===== config.mk =====
export PLATFORM = sky130hd
export DESIGN_NAME = core_irq_and_pin_change_flags
export DESIGN_NICKNAME = d
export VERILOG_FILES = /design/src/irq_pkg.sv /design/src/core_irq_and_pin_change_flags.sv
export SDC_FILE = /design/constraint.sdc
export NUM_CORES = 1
export LEC_CHECK = 0
export BUFFER_PORTS_ARGS = -buffer_cell sky130_fd_sc_hd__buf_2
export CORE_ASPECT_RATIO = 1.1
export CORE_UTILIZATION = 40
export CTS_CLUSTER_SIZE = 24
export DETAILED_ROUTE_END_ITERATION = 10
export PLACE_DENSITY = 0.69
export SLEW_MARGIN = 10
export SYNTH_ARGS = -nofsm -noshare
export SYNTH_HDL_FRONTEND = slang
export SYNTH_SLANG_ARGS = --single-unit

===== constraint.sdc =====
create_clock -name sys_clk_i -period 2.52 [get_ports sys_clk_i]
set_clock_uncertainty 0.2 [all_clocks]
set_input_delay 0.378 -clock sys_clk_i [delete_from_list [all_inputs] [get_ports sys_clk_i]]
set_output_delay 0.378 -clock sys_clk_i [all_outputs]
set_load 0.01 [all_outputs]

===== src/irq_pkg.sv =====
package irq_pkg;

	////////////////////////////////////////////////////////////////////////
	// bus geometry
	localparam int ADDR_W = 3;
	localparam int DATA_W = 8;

	////////////////////////////////////////////////////////////////////////
	// register offsets
	localparam logic [ADDR_W-1:0] OFS_IRQ_CONTROL  = 3'h0;
	localparam logic [ADDR_W-1:0] OFS_RISE_ENABLE  = 3'h1;
	localparam logic [ADDR_W-1:0] OFS_FALL_ENABLE  = 3'h2;
	localparam logic [ADDR_W-1:0] OFS_PIN_FLAG     = 3'h3;
	localparam logic [ADDR_W-1:0] OFS_EVT_STATUS   = 3'h4;
	localparam logic [ADDR_W-1:0] OFS_EVT_MASK     = 3'h5;

	////////////////////////////////////////////////////////////////////////
	// irq_control field positions
	localparam int GLOBAL_EN_BIT    = 7;
	localparam int PERIPH_EN_BIT    = 6;
	localparam int TIMER0_EN_BIT    = 5;
	localparam int EXT_PIN_EN_BIT   = 4;
	localparam int PIN_CHG_EN_BIT   = 3;
	localparam int TIMER0_FLAG_BIT  = 2;
	localparam int EXT_PIN_FLAG_BIT = 1;
	localparam int SUMMARY_FLAG_BIT = 0;

	// the one implemented port e bit in edge enables and pin flags
	localparam int PORTE_PIN_BIT = 3;

	////////////////////////////////////////////////////////////////////////
	// reset values
	localparam logic [DATA_W-1:0] RST_IRQ_CONTROL = 8'h00;
	localparam logic [DATA_W-1:0] RST_EDGE_ENABLE = 8'h00;
	localparam logic [2:0]        RST_EVT         = 3'h0;
	localparam logic [DATA_W-1:0] RST_RDATA       = 8'h00;

	////////////////////////////////////////////////////////////////////////
	// event bundle, bit order matches the status and mask registers
	typedef struct packed {
		logic timer0;
		logic ext_pin;
		logic pin_change;
	} evt_t;

endpackage : irq_pkg


===== src/core_irq_and_pin_change_flags.sv =====
`timescale 1ns/100ps
`default_nettype none

// Functional notes
// - flags set regardless of the irq_control enable bits
// - timer0 overflow sets control bit 2
// - external pin event sets control bit 1
// - summary bit 0 set on pin change
// - summary read-only, clears with pin flags
// - falling edge enabled sets pin flags
// - disabled edge direction sets no flag
// - rise enable implements bit 3 only
// - unimplemented enable bits read zero
// - all six registers reset to zero
module core_irq_and_pin_change_flags #(
	parameter int SYNC_STAGES = 2
) (
	// clock and reset
	input  wire logic                        sys_clk_i,
	input  wire logic                        nrst_i,
	// register port
	input  wire logic [irq_pkg::ADDR_W-1:0]  reg_addr_i,
	input  wire logic [irq_pkg::DATA_W-1:0]  reg_wdata_i,
	input  wire logic                        reg_wr_i,
	input  wire logic                        reg_rd_i,
	output logic      [irq_pkg::DATA_W-1:0]  reg_rdata_o,
	// event sources
	input  wire logic                        timer0_overflow_i,
	input  wire logic                        ext_pin_i,
	input  wire logic                        porte3_i,
	input  wire logic                        peripheral_irq_i,
	// interrupt outputs
	output logic                             core_irq_req_o,
	output logic                             irq_o
);

	////////////////////////////////////////////////////////////////////////
	// helpers

	// one address match used by every register write and the status read; read data decode by case
	function automatic logic hit(input logic [irq_pkg::ADDR_W-1:0] a,
			input logic [irq_pkg::ADDR_W-1:0] ofs);
		hit = (a == ofs);
	endfunction : hit

	////////////////////////////////////////////////////////////////////////
	// state

	logic [SYNC_STAGES-1:0] ext_sync;
	logic [SYNC_STAGES-1:0] pe_sync;
	logic                   ext_prev;
	logic                   pe_prev;
	logic [7:3]             ctl_en;
	logic                   timer0_overflow_flag;
	logic                   ext_pin_irq_flag;
	logic                   porte3_rise_detect_enable;
	logic                   porte3_fall_detect_enable;
	logic                   pin_change_pin_flag;
	logic [2:0]             evt_status;
	logic [2:0]             evt_mask;
	logic                   pin_change_summary_flag;
	logic                   ext_now;
	logic                   pe_now;
	logic                   pe_rise;
	logic                   pe_fall;
	irq_pkg::evt_t          ev;
	logic                   wr_ctl;
	logic                   wr_pin;
	logic                   rd_status;
	logic                   next_core_irq;

	////////////////////////////////////////////////////////////////////////
	// pin synchronisers; only the last stage and the edge flop are read
	always_ff @(posedge sys_clk_i or negedge nrst_i) begin
		if (!nrst_i) begin
			ext_sync <= '0;
			pe_sync  <= '0;
			ext_prev <= 1'b0;
			pe_prev  <= 1'b0;
		end else begin
			ext_sync <= {ext_sync[SYNC_STAGES-2:0], ext_pin_i};
			pe_sync  <= {pe_sync[SYNC_STAGES-2:0], porte3_i};
			ext_prev <= ext_sync[SYNC_STAGES-1];
			pe_prev  <= pe_sync[SYNC_STAGES-1];
		end
	end

	assign ext_now = ext_sync[SYNC_STAGES-1];
	assign pe_now  = pe_sync[SYNC_STAGES-1];

	// edge detection; a rising external pin is the external event
	assign pe_rise = pe_now & ~pe_prev;
	assign pe_fall = ~pe_now & pe_prev;

	assign ev.timer0     = timer0_overflow_i;
	assign ev.ext_pin    = ext_now & ~ext_prev;
	assign ev.pin_change = (pe_rise & porte3_rise_detect_enable)
		| (pe_fall & porte3_fall_detect_enable);
	// a disabled direction contributes nothing above

	////////////////////////////////////////////////////////////////////////
	// access decode
	assign wr_ctl    = reg_wr_i & hit(reg_addr_i, irq_pkg::OFS_IRQ_CONTROL);
	assign wr_pin    = reg_wr_i & hit(reg_addr_i, irq_pkg::OFS_PIN_FLAG);
	assign rd_status = reg_rd_i & hit(reg_addr_i, irq_pkg::OFS_EVT_STATUS);

	////////////////////////////////////////////////////////////////////////
	// enable bits of irq_control
	always_ff @(posedge sys_clk_i or negedge nrst_i) begin
		if (!nrst_i) begin
			ctl_en <= irq_pkg::RST_IRQ_CONTROL[7:3];
		end else if (wr_ctl) begin
			ctl_en <= reg_wdata_i[7:3];
		end
	end

	// flags ignore every enable; a set in the write cycle wins
	always_ff @(posedge sys_clk_i or negedge nrst_i) begin
		if (!nrst_i) begin
			timer0_overflow_flag <= 1'b0;
			ext_pin_irq_flag     <= 1'b0;
		end else begin
			if (ev.timer0) begin
				timer0_overflow_flag <= 1'b1;
			end else if (wr_ctl) begin
				timer0_overflow_flag <=
					reg_wdata_i[irq_pkg::TIMER0_FLAG_BIT];
			end
			if (ev.ext_pin) begin
				ext_pin_irq_flag <= 1'b1;
			end else if (wr_ctl) begin
				ext_pin_irq_flag <=
					reg_wdata_i[irq_pkg::EXT_PIN_FLAG_BIT];
			end
		end
	end

	////////////////////////////////////////////////////////////////////////
	// port e edge enables; only bit 3 has storage
	always_ff @(posedge sys_clk_i or negedge nrst_i) begin
		if (!nrst_i) begin
			porte3_rise_detect_enable <=
				irq_pkg::RST_EDGE_ENABLE[irq_pkg::PORTE_PIN_BIT];
			porte3_fall_detect_enable <=
				irq_pkg::RST_EDGE_ENABLE[irq_pkg::PORTE_PIN_BIT];
		end else if (reg_wr_i) begin
			if (hit(reg_addr_i, irq_pkg::OFS_RISE_ENABLE)) begin
				porte3_rise_detect_enable <=
					reg_wdata_i[irq_pkg::PORTE_PIN_BIT];
			end
			if (hit(reg_addr_i, irq_pkg::OFS_FALL_ENABLE)) begin
				porte3_fall_detect_enable <=
					reg_wdata_i[irq_pkg::PORTE_PIN_BIT];
			end
		end
	end

	////////////////////////////////////////////////////////////////////////
	// per-pin change flag; software clears it, an edge in the same cycle wins
	always_ff @(posedge sys_clk_i or negedge nrst_i) begin
		if (!nrst_i) begin
			pin_change_pin_flag <= 1'b0;
		end else if (ev.pin_change) begin
			pin_change_pin_flag <= 1'b1;
		end else if (wr_pin) begin
			pin_change_pin_flag <= reg_wdata_i[irq_pkg::PORTE_PIN_BIT];
		end
	end

	// summary has no storage, so irq_control writes cannot touch it
	assign pin_change_summary_flag = pin_change_pin_flag;

	////////////////////////////////////////////////////////////////////////
	// sticky event status, cleared by reading; new events survive the read
	always_ff @(posedge sys_clk_i or negedge nrst_i) begin
		if (!nrst_i) begin
			evt_status <= irq_pkg::RST_EVT;
		end else begin
			evt_status <= (rd_status ? irq_pkg::RST_EVT : evt_status) | ev;
		end
	end

	// event mask, same layout as the status
	always_ff @(posedge sys_clk_i or negedge nrst_i) begin
		if (!nrst_i) begin
			evt_mask <= irq_pkg::RST_EVT;
		end else if (reg_wr_i & hit(reg_addr_i, irq_pkg::OFS_EVT_MASK)) begin
			evt_mask <= reg_wdata_i[2:0];
		end
	end

	////////////////////////////////////////////////////////////////////////
	// core request; peripheral class also needs the peripheral enable
	assign next_core_irq = ctl_en[irq_pkg::GLOBAL_EN_BIT]
		& ((ctl_en[irq_pkg::TIMER0_EN_BIT] & timer0_overflow_flag)
		| (ctl_en[irq_pkg::EXT_PIN_EN_BIT] & ext_pin_irq_flag)
		| (ctl_en[irq_pkg::PIN_CHG_EN_BIT] & pin_change_summary_flag)
		| (ctl_en[irq_pkg::PERIPH_EN_BIT] & peripheral_irq_i));

	// both outputs registered to keep them glitch free
	always_ff @(posedge sys_clk_i or negedge nrst_i) begin
		if (!nrst_i) begin
			core_irq_req_o <= 1'b0;
			irq_o          <= 1'b0;
		end else begin
			core_irq_req_o <= next_core_irq;
			irq_o          <= |(evt_status & evt_mask);
		end
	end

	////////////////////////////////////////////////////////////////////////
	// read data: valid the cycle after the strobe only, zero otherwise
	always_ff @(posedge sys_clk_i or negedge nrst_i) begin
		if (!nrst_i) begin
			reg_rdata_o <= irq_pkg::RST_RDATA;
		end else begin
			reg_rdata_o <= irq_pkg::RST_RDATA;
			if (reg_rd_i) begin
				case (reg_addr_i)
					irq_pkg::OFS_IRQ_CONTROL: begin
						reg_rdata_o <= {ctl_en, timer0_overflow_flag,
							ext_pin_irq_flag,
							pin_change_summary_flag};
					end
					irq_pkg::OFS_RISE_ENABLE: begin
						reg_rdata_o[irq_pkg::PORTE_PIN_BIT] <=
							porte3_rise_detect_enable;
					end
					irq_pkg::OFS_FALL_ENABLE: begin
						reg_rdata_o[irq_pkg::PORTE_PIN_BIT] <=
							porte3_fall_detect_enable;
					end
					irq_pkg::OFS_PIN_FLAG: begin
						reg_rdata_o[irq_pkg::PORTE_PIN_BIT] <=
							pin_change_pin_flag;
					end
					irq_pkg::OFS_EVT_STATUS: begin
						reg_rdata_o[2:0] <= evt_status;
					end
					irq_pkg::OFS_EVT_MASK: begin
						reg_rdata_o[2:0] <= evt_mask;
					end
					default: begin
						reg_rdata_o <= irq_pkg::RST_RDATA;
					end
				endcase
			end
		end
	end
endmodule : core_irq_and_pin_change_flags

`default_nettype wire


# Word level (Yosys, flattened, before mapping)
# Index checks and enable logic that the tools add are counted.
[op_classes] reduce_logical=7 eq_ne=5 mux=11 bitwise_logic=23
[op_table] op="1-bit AND" count=14
[op_table] op="3-bit case mux with 3 select lines" count=1
[op_table] op="8-bit 2-to-1 mux" count=1
[op_table] op="3-bit by 2-bit == test with 1-bit output (second input constant)" count=2
[op_table] op="3-bit == test (second input constant)" count=2
[op_table] op="1-bit 2-to-1 mux" count=6
[op_table] op="2-bit nonzero test" count=3
[op_table] op="4-bit 2-to-1 mux" count=1
[op_table] op="1-bit bitwise OR" count=4
[op_table] op="1-bit case mux with 4 select lines" count=1
[op_table] op="2-bit AND reduction" count=2
[op_table] op="3-bit AND" count=1
[op_table] op="3-bit by 1-bit == test with 1-bit output (second input constant)" count=1
[op_table] op="3-bit logical NOT" count=1
[op_table] op="3-bit 2-to-1 mux" count=1
[op_table] op="1-bit inverter" count=3
[op_table] op="3-bit bitwise OR" count=1
[op_table] op="3-bit OR reduction" count=1
[totals] in_bits=19 regBits=32 out_inout_bits=10

# Depth between registers and ports, before layout
[logic_depth] depth_word=5 ltp_mapped=4 mapped_depth_nobuf=3

# Least setup slack after synthesis
# OpenSTA, ideal clock, no wires.
[synth_path] path_type="input -> register" start="input reg_addr_i[1] (netlist bit)" end="register ctl_en[3] (netlist bit)" arrival_ps=1346 stages=3 setup_slack_ps=849 path_cell_list="buf_4 -> nor4b_4 -> mux2_2"
[synth_between] elab_chain_len=2
[synth_rtl] element="start, declared" line="core_irq_and_pin_change_flags.sv:22" source="input wire logic [irq_pkg::ADDR_W-1:0] reg_addr_i,"
[synth_rtl] element="3-bit logical NOT" line="core_irq_and_pin_change_flags.sv:43" source="hit = (a == ofs);"
[synth_rtl] element="1-bit AND" line="core_irq_and_pin_change_flags.sv:103" source="assign wr_ctl = reg_wr_i & hit(reg_addr_i, irq_pkg::OFS_IRQ_CONTROL);"
[synth_rtl] element="end signal, assigned" line="core_irq_and_pin_change_flags.sv:111" source="ctl_en <= irq_pkg::RST_IRQ_CONTROL[7:3];"
[synth_rtl] element="end signal, assigned" line="core_irq_and_pin_change_flags.sv:113" source="ctl_en <= reg_wdata_i[7:3];"
[synth_rtl] element="end, declared" line="core_irq_and_pin_change_flags.sv:53" source="logic [7:3] ctl_en;"
# No other way between the ends.
# A chain may end at the register's enable or synchronous reset.

# Worst setup path after layout
[layout_path] start="input reg_addr_i[2] (netlist bit)" end="register ctl_en[4] (netlist bit)"
# The elaborated chain is that of the path after synthesis.

==> impl_metrics.json <==
{
  "drt-total-wl_um": 2300,
  "cts_setup_buffers": 0,
  "synth_top_cell_area_share_pct": 62.7,
  "min_path_type": "input pin to register",
  "fmax_mhz": 654,
  "die_x_um": 55.9,
  "initial_core_util_pct": 41.9,
  "fin_crit_ps": 1530,
  "drtIter0Drc": 28,
  "internal_power_uw": 798,
  "wl_per_cell_um": 14.2,
  "grt_pass1_wl_um": 3620,
  "final_nets": 146,
  "synth_area_leaders": "dfrtp_1, mux2_2, a22oi_1, and3_1, nor4b_4",
  "cts_made_buffers": 5,
  "die_h_um": 61.2,
  "tightest_slew_ps": 677,
  "seqPwrFrac_pct": 57.2,
  "post-dp-hpwl_um": 1650,
  "placed_area_um2": 1430,
  "via_per_inst": 5.21,
  "grt_pass1_vias": 820,
  "ir_worst_vdd_mv": 0.456,
  "status": "finished, final reports clean",
  "critPathKind": "input pin to register",
  "drt_first_pass_iters": 4,
  "ys_seq_area_share_pct": 62.7,
  "leakagePower_uw": 0.000737,
  "pwr-share-comb_pct": 14.9,
  "cts.reportedPaths.clkPinSlew_ps": 90,
  "area_delta_synth_final_pct": 19.4,
  "cp_max_fo": 10,
  "drive_above_1_share_pct": 39.1,
  "rows": 21,
  "syn_area_per_cell_um2": 13.9,
  "synth_area_um2": 1280,
  "final_cells": 162,
  "grt_usage_pct": 14.7,
  "clockPowerShare_pct": 28.0,
  "max_cap_viol_count": 0,
  "vias": 844,
  "io_pins": 29,
  "fillers": 282,
  "cts_tree": "done",
  "yosysWarnings": 0,
  "synth_cell_types": 26,
  "tns_ps": 0,
  "placed_cells": 151,
  "die_area_um2": 3420,
  "relSlewSlack_pct": 54.9,
  "clkLatencyLatePin_ps": 340,
  "cts.path.max_buffers": 2,
  "drv_slew": 0,
  "design_area_um2": 1520,
  "reg2reg_setup_slack_ps": 1160,
  "switching_power_uw": 284,
  "finalSetupViolCount": 0,
  "coreArea_um2": 3050,
  "drc": 0,
  "worstSetupEndpointType": "register",
  "cts_root_buf": "clkbuf_4",
  "syn_inst": 92,
  "layout_commonest_cell": "dfrtp_1",
  "period_share_pct": 60.6,
  "synth-seq-cells": 32,
  "syn_nets": 111,
  "synth_area_leader_cell": "dfrtp_1",
  "power_uw": 1080,
  "dp_slack_ps": 624,
  "antenna_cells": 0,
  "power.density_nw_per_um2": 710,
  "antenna_left": 0,
  "grt_setup_unrepaired": "no",
  "cp.arrival_ps": 1560,
  "final_cell_mix": "dfrtp_1, buf_2, mux2_2",
  "hold_violations": 0,
  "cts.sinks": 32,
  "grt_remaining_overflow": 0,
  "fin_ws_ps": 992,
  "port_buffers": 28,
  "start_kind": "input pin",
  "h-tree-depth": 2,
  "grt_max_degree": 33,
  "grt_antenna_before_repair": 0,
  "critPathRequiredTime_ps": 2550,
  "swShare_pct": 26.2,
  "place_congestion": 0.831
}
-- synthesized netlist by cell type --
cell and n:
nor2_1 6, a22o_1 1, a21oi_1 1, a21boi_0 1, mux2i_1 2, nand2b_1 1
nand4bb_1 1, a221o_1 1, o211ai_1 2, buf_6 1, inv_1 3, mux2_2 13
nor2b_1 2, nand3b_1 1, nor3_1 2, a2111oi_0 1, a21o_1 1, a211oi_1 1
dfrtp_1 32, nand4b_1 2, a222oi_1 1, buf_4 2, and3_1 5, nand2_1 3
nor4b_4 1, a22oi_1 5
-- kinds of logic after synthesis --
family,count (synthesis),share of synthesized area (%)
flip-flops,32,62.7
multiplexers,15,13.0
buffers and inverters,6,2.94
AND/OR/NAND/NOR,24,12.1
AO/OA/AOI/OAI,15,9.22
-- path summary, 6_finish.rpt --
path                                start                        end  cells past startpoint
max                         reg_addr_i[2]                  ctl_en[4]                      3
min                        reg_wdata_i[7]                  ctl_en[7]                      2
max reg2reg                     ctl_en[3]             reg_rdata_o[3]                      3
min reg2reg                   ext_sync[0]                ext_sync[1]                      0
max in group asynchronous          nrst_i                evt_mask[1]                      2
min in group asynchronous          nrst_i  porte3_fall_detect_enable                      2
-- layer usage --
metal	vias to the layer above	routed length, um	share of wire, %	global-route usage, %
li1	407	-	-	-
met4	0	48	2.1	9.41
met5	-	0	0	0
met1	415	1010	44	16.3
met2	17	1120	49	23.8
met3	5	122	5.3	6.30
-- per-stage QoR --
stage / utilization (%) / hold slack (ps)
3_5_place_dp: 47.0 / 136
2_1_floorplan: - / -118
3_3_place_gp: 47.0 / 138
4_1_cts: 50.0 / 56.6
5_1_grt: 50.0 / 44.9
6_report: 50.0 / 63.1
-- layout make-up --
| cell class | instances | area (um^2) | area share (%) |
|---|---|---|---|
| clock inverter | 2 | 10.0 | 0.657 |
| timing repair buffer | 31 | 170 | 11.2 |
| inverter | 3 | 11.3 | 0.739 |
| tap | 34 | 42.5 | 2.79 |
| multi-input combinational | 54 | 438 | 28.7 |
| clock buffer | 6 | 51.3 | 3.37 |
| sequential | 32 | 801 | 52.5 |
-- power by group through the flow --
stage          registers [uW]  logic (uW)  clock network (uW)
2_1_floorplan             625        97.4                   0
3_3_place_gp              629         155                   0
3_5_place_dp              628         159                   0
4_1_cts                   618         164                 312
5_1_grt                   627         179                 334
6_report                  618         161                 302
-- registers in the layout, indices dropped and copies added, names as in the netlist, 2 cells and up --
| signal | cells |
|---|---|
| pe_sync | 2 |
| evt_status | 3 |
| evt_mask | 3 |
| reg_rdata_o | 8 |
| ctl_en | 5 |
| ext_sync | 2 |
-- timing repair --
| action | in CTS | in global routing |
|---|---|---|
| gates resized for setup | 0 | 0 |
| endpoints found under the hold margin | 34 | 0 |
| hold buffers | 3 | 0 |
-- critical path, cell delays in order --
cell and delay (ps):
buf_2 160, nor4b_4 610, mux2_2 400
No activity file was read; power rests on OpenSTA's default activity.
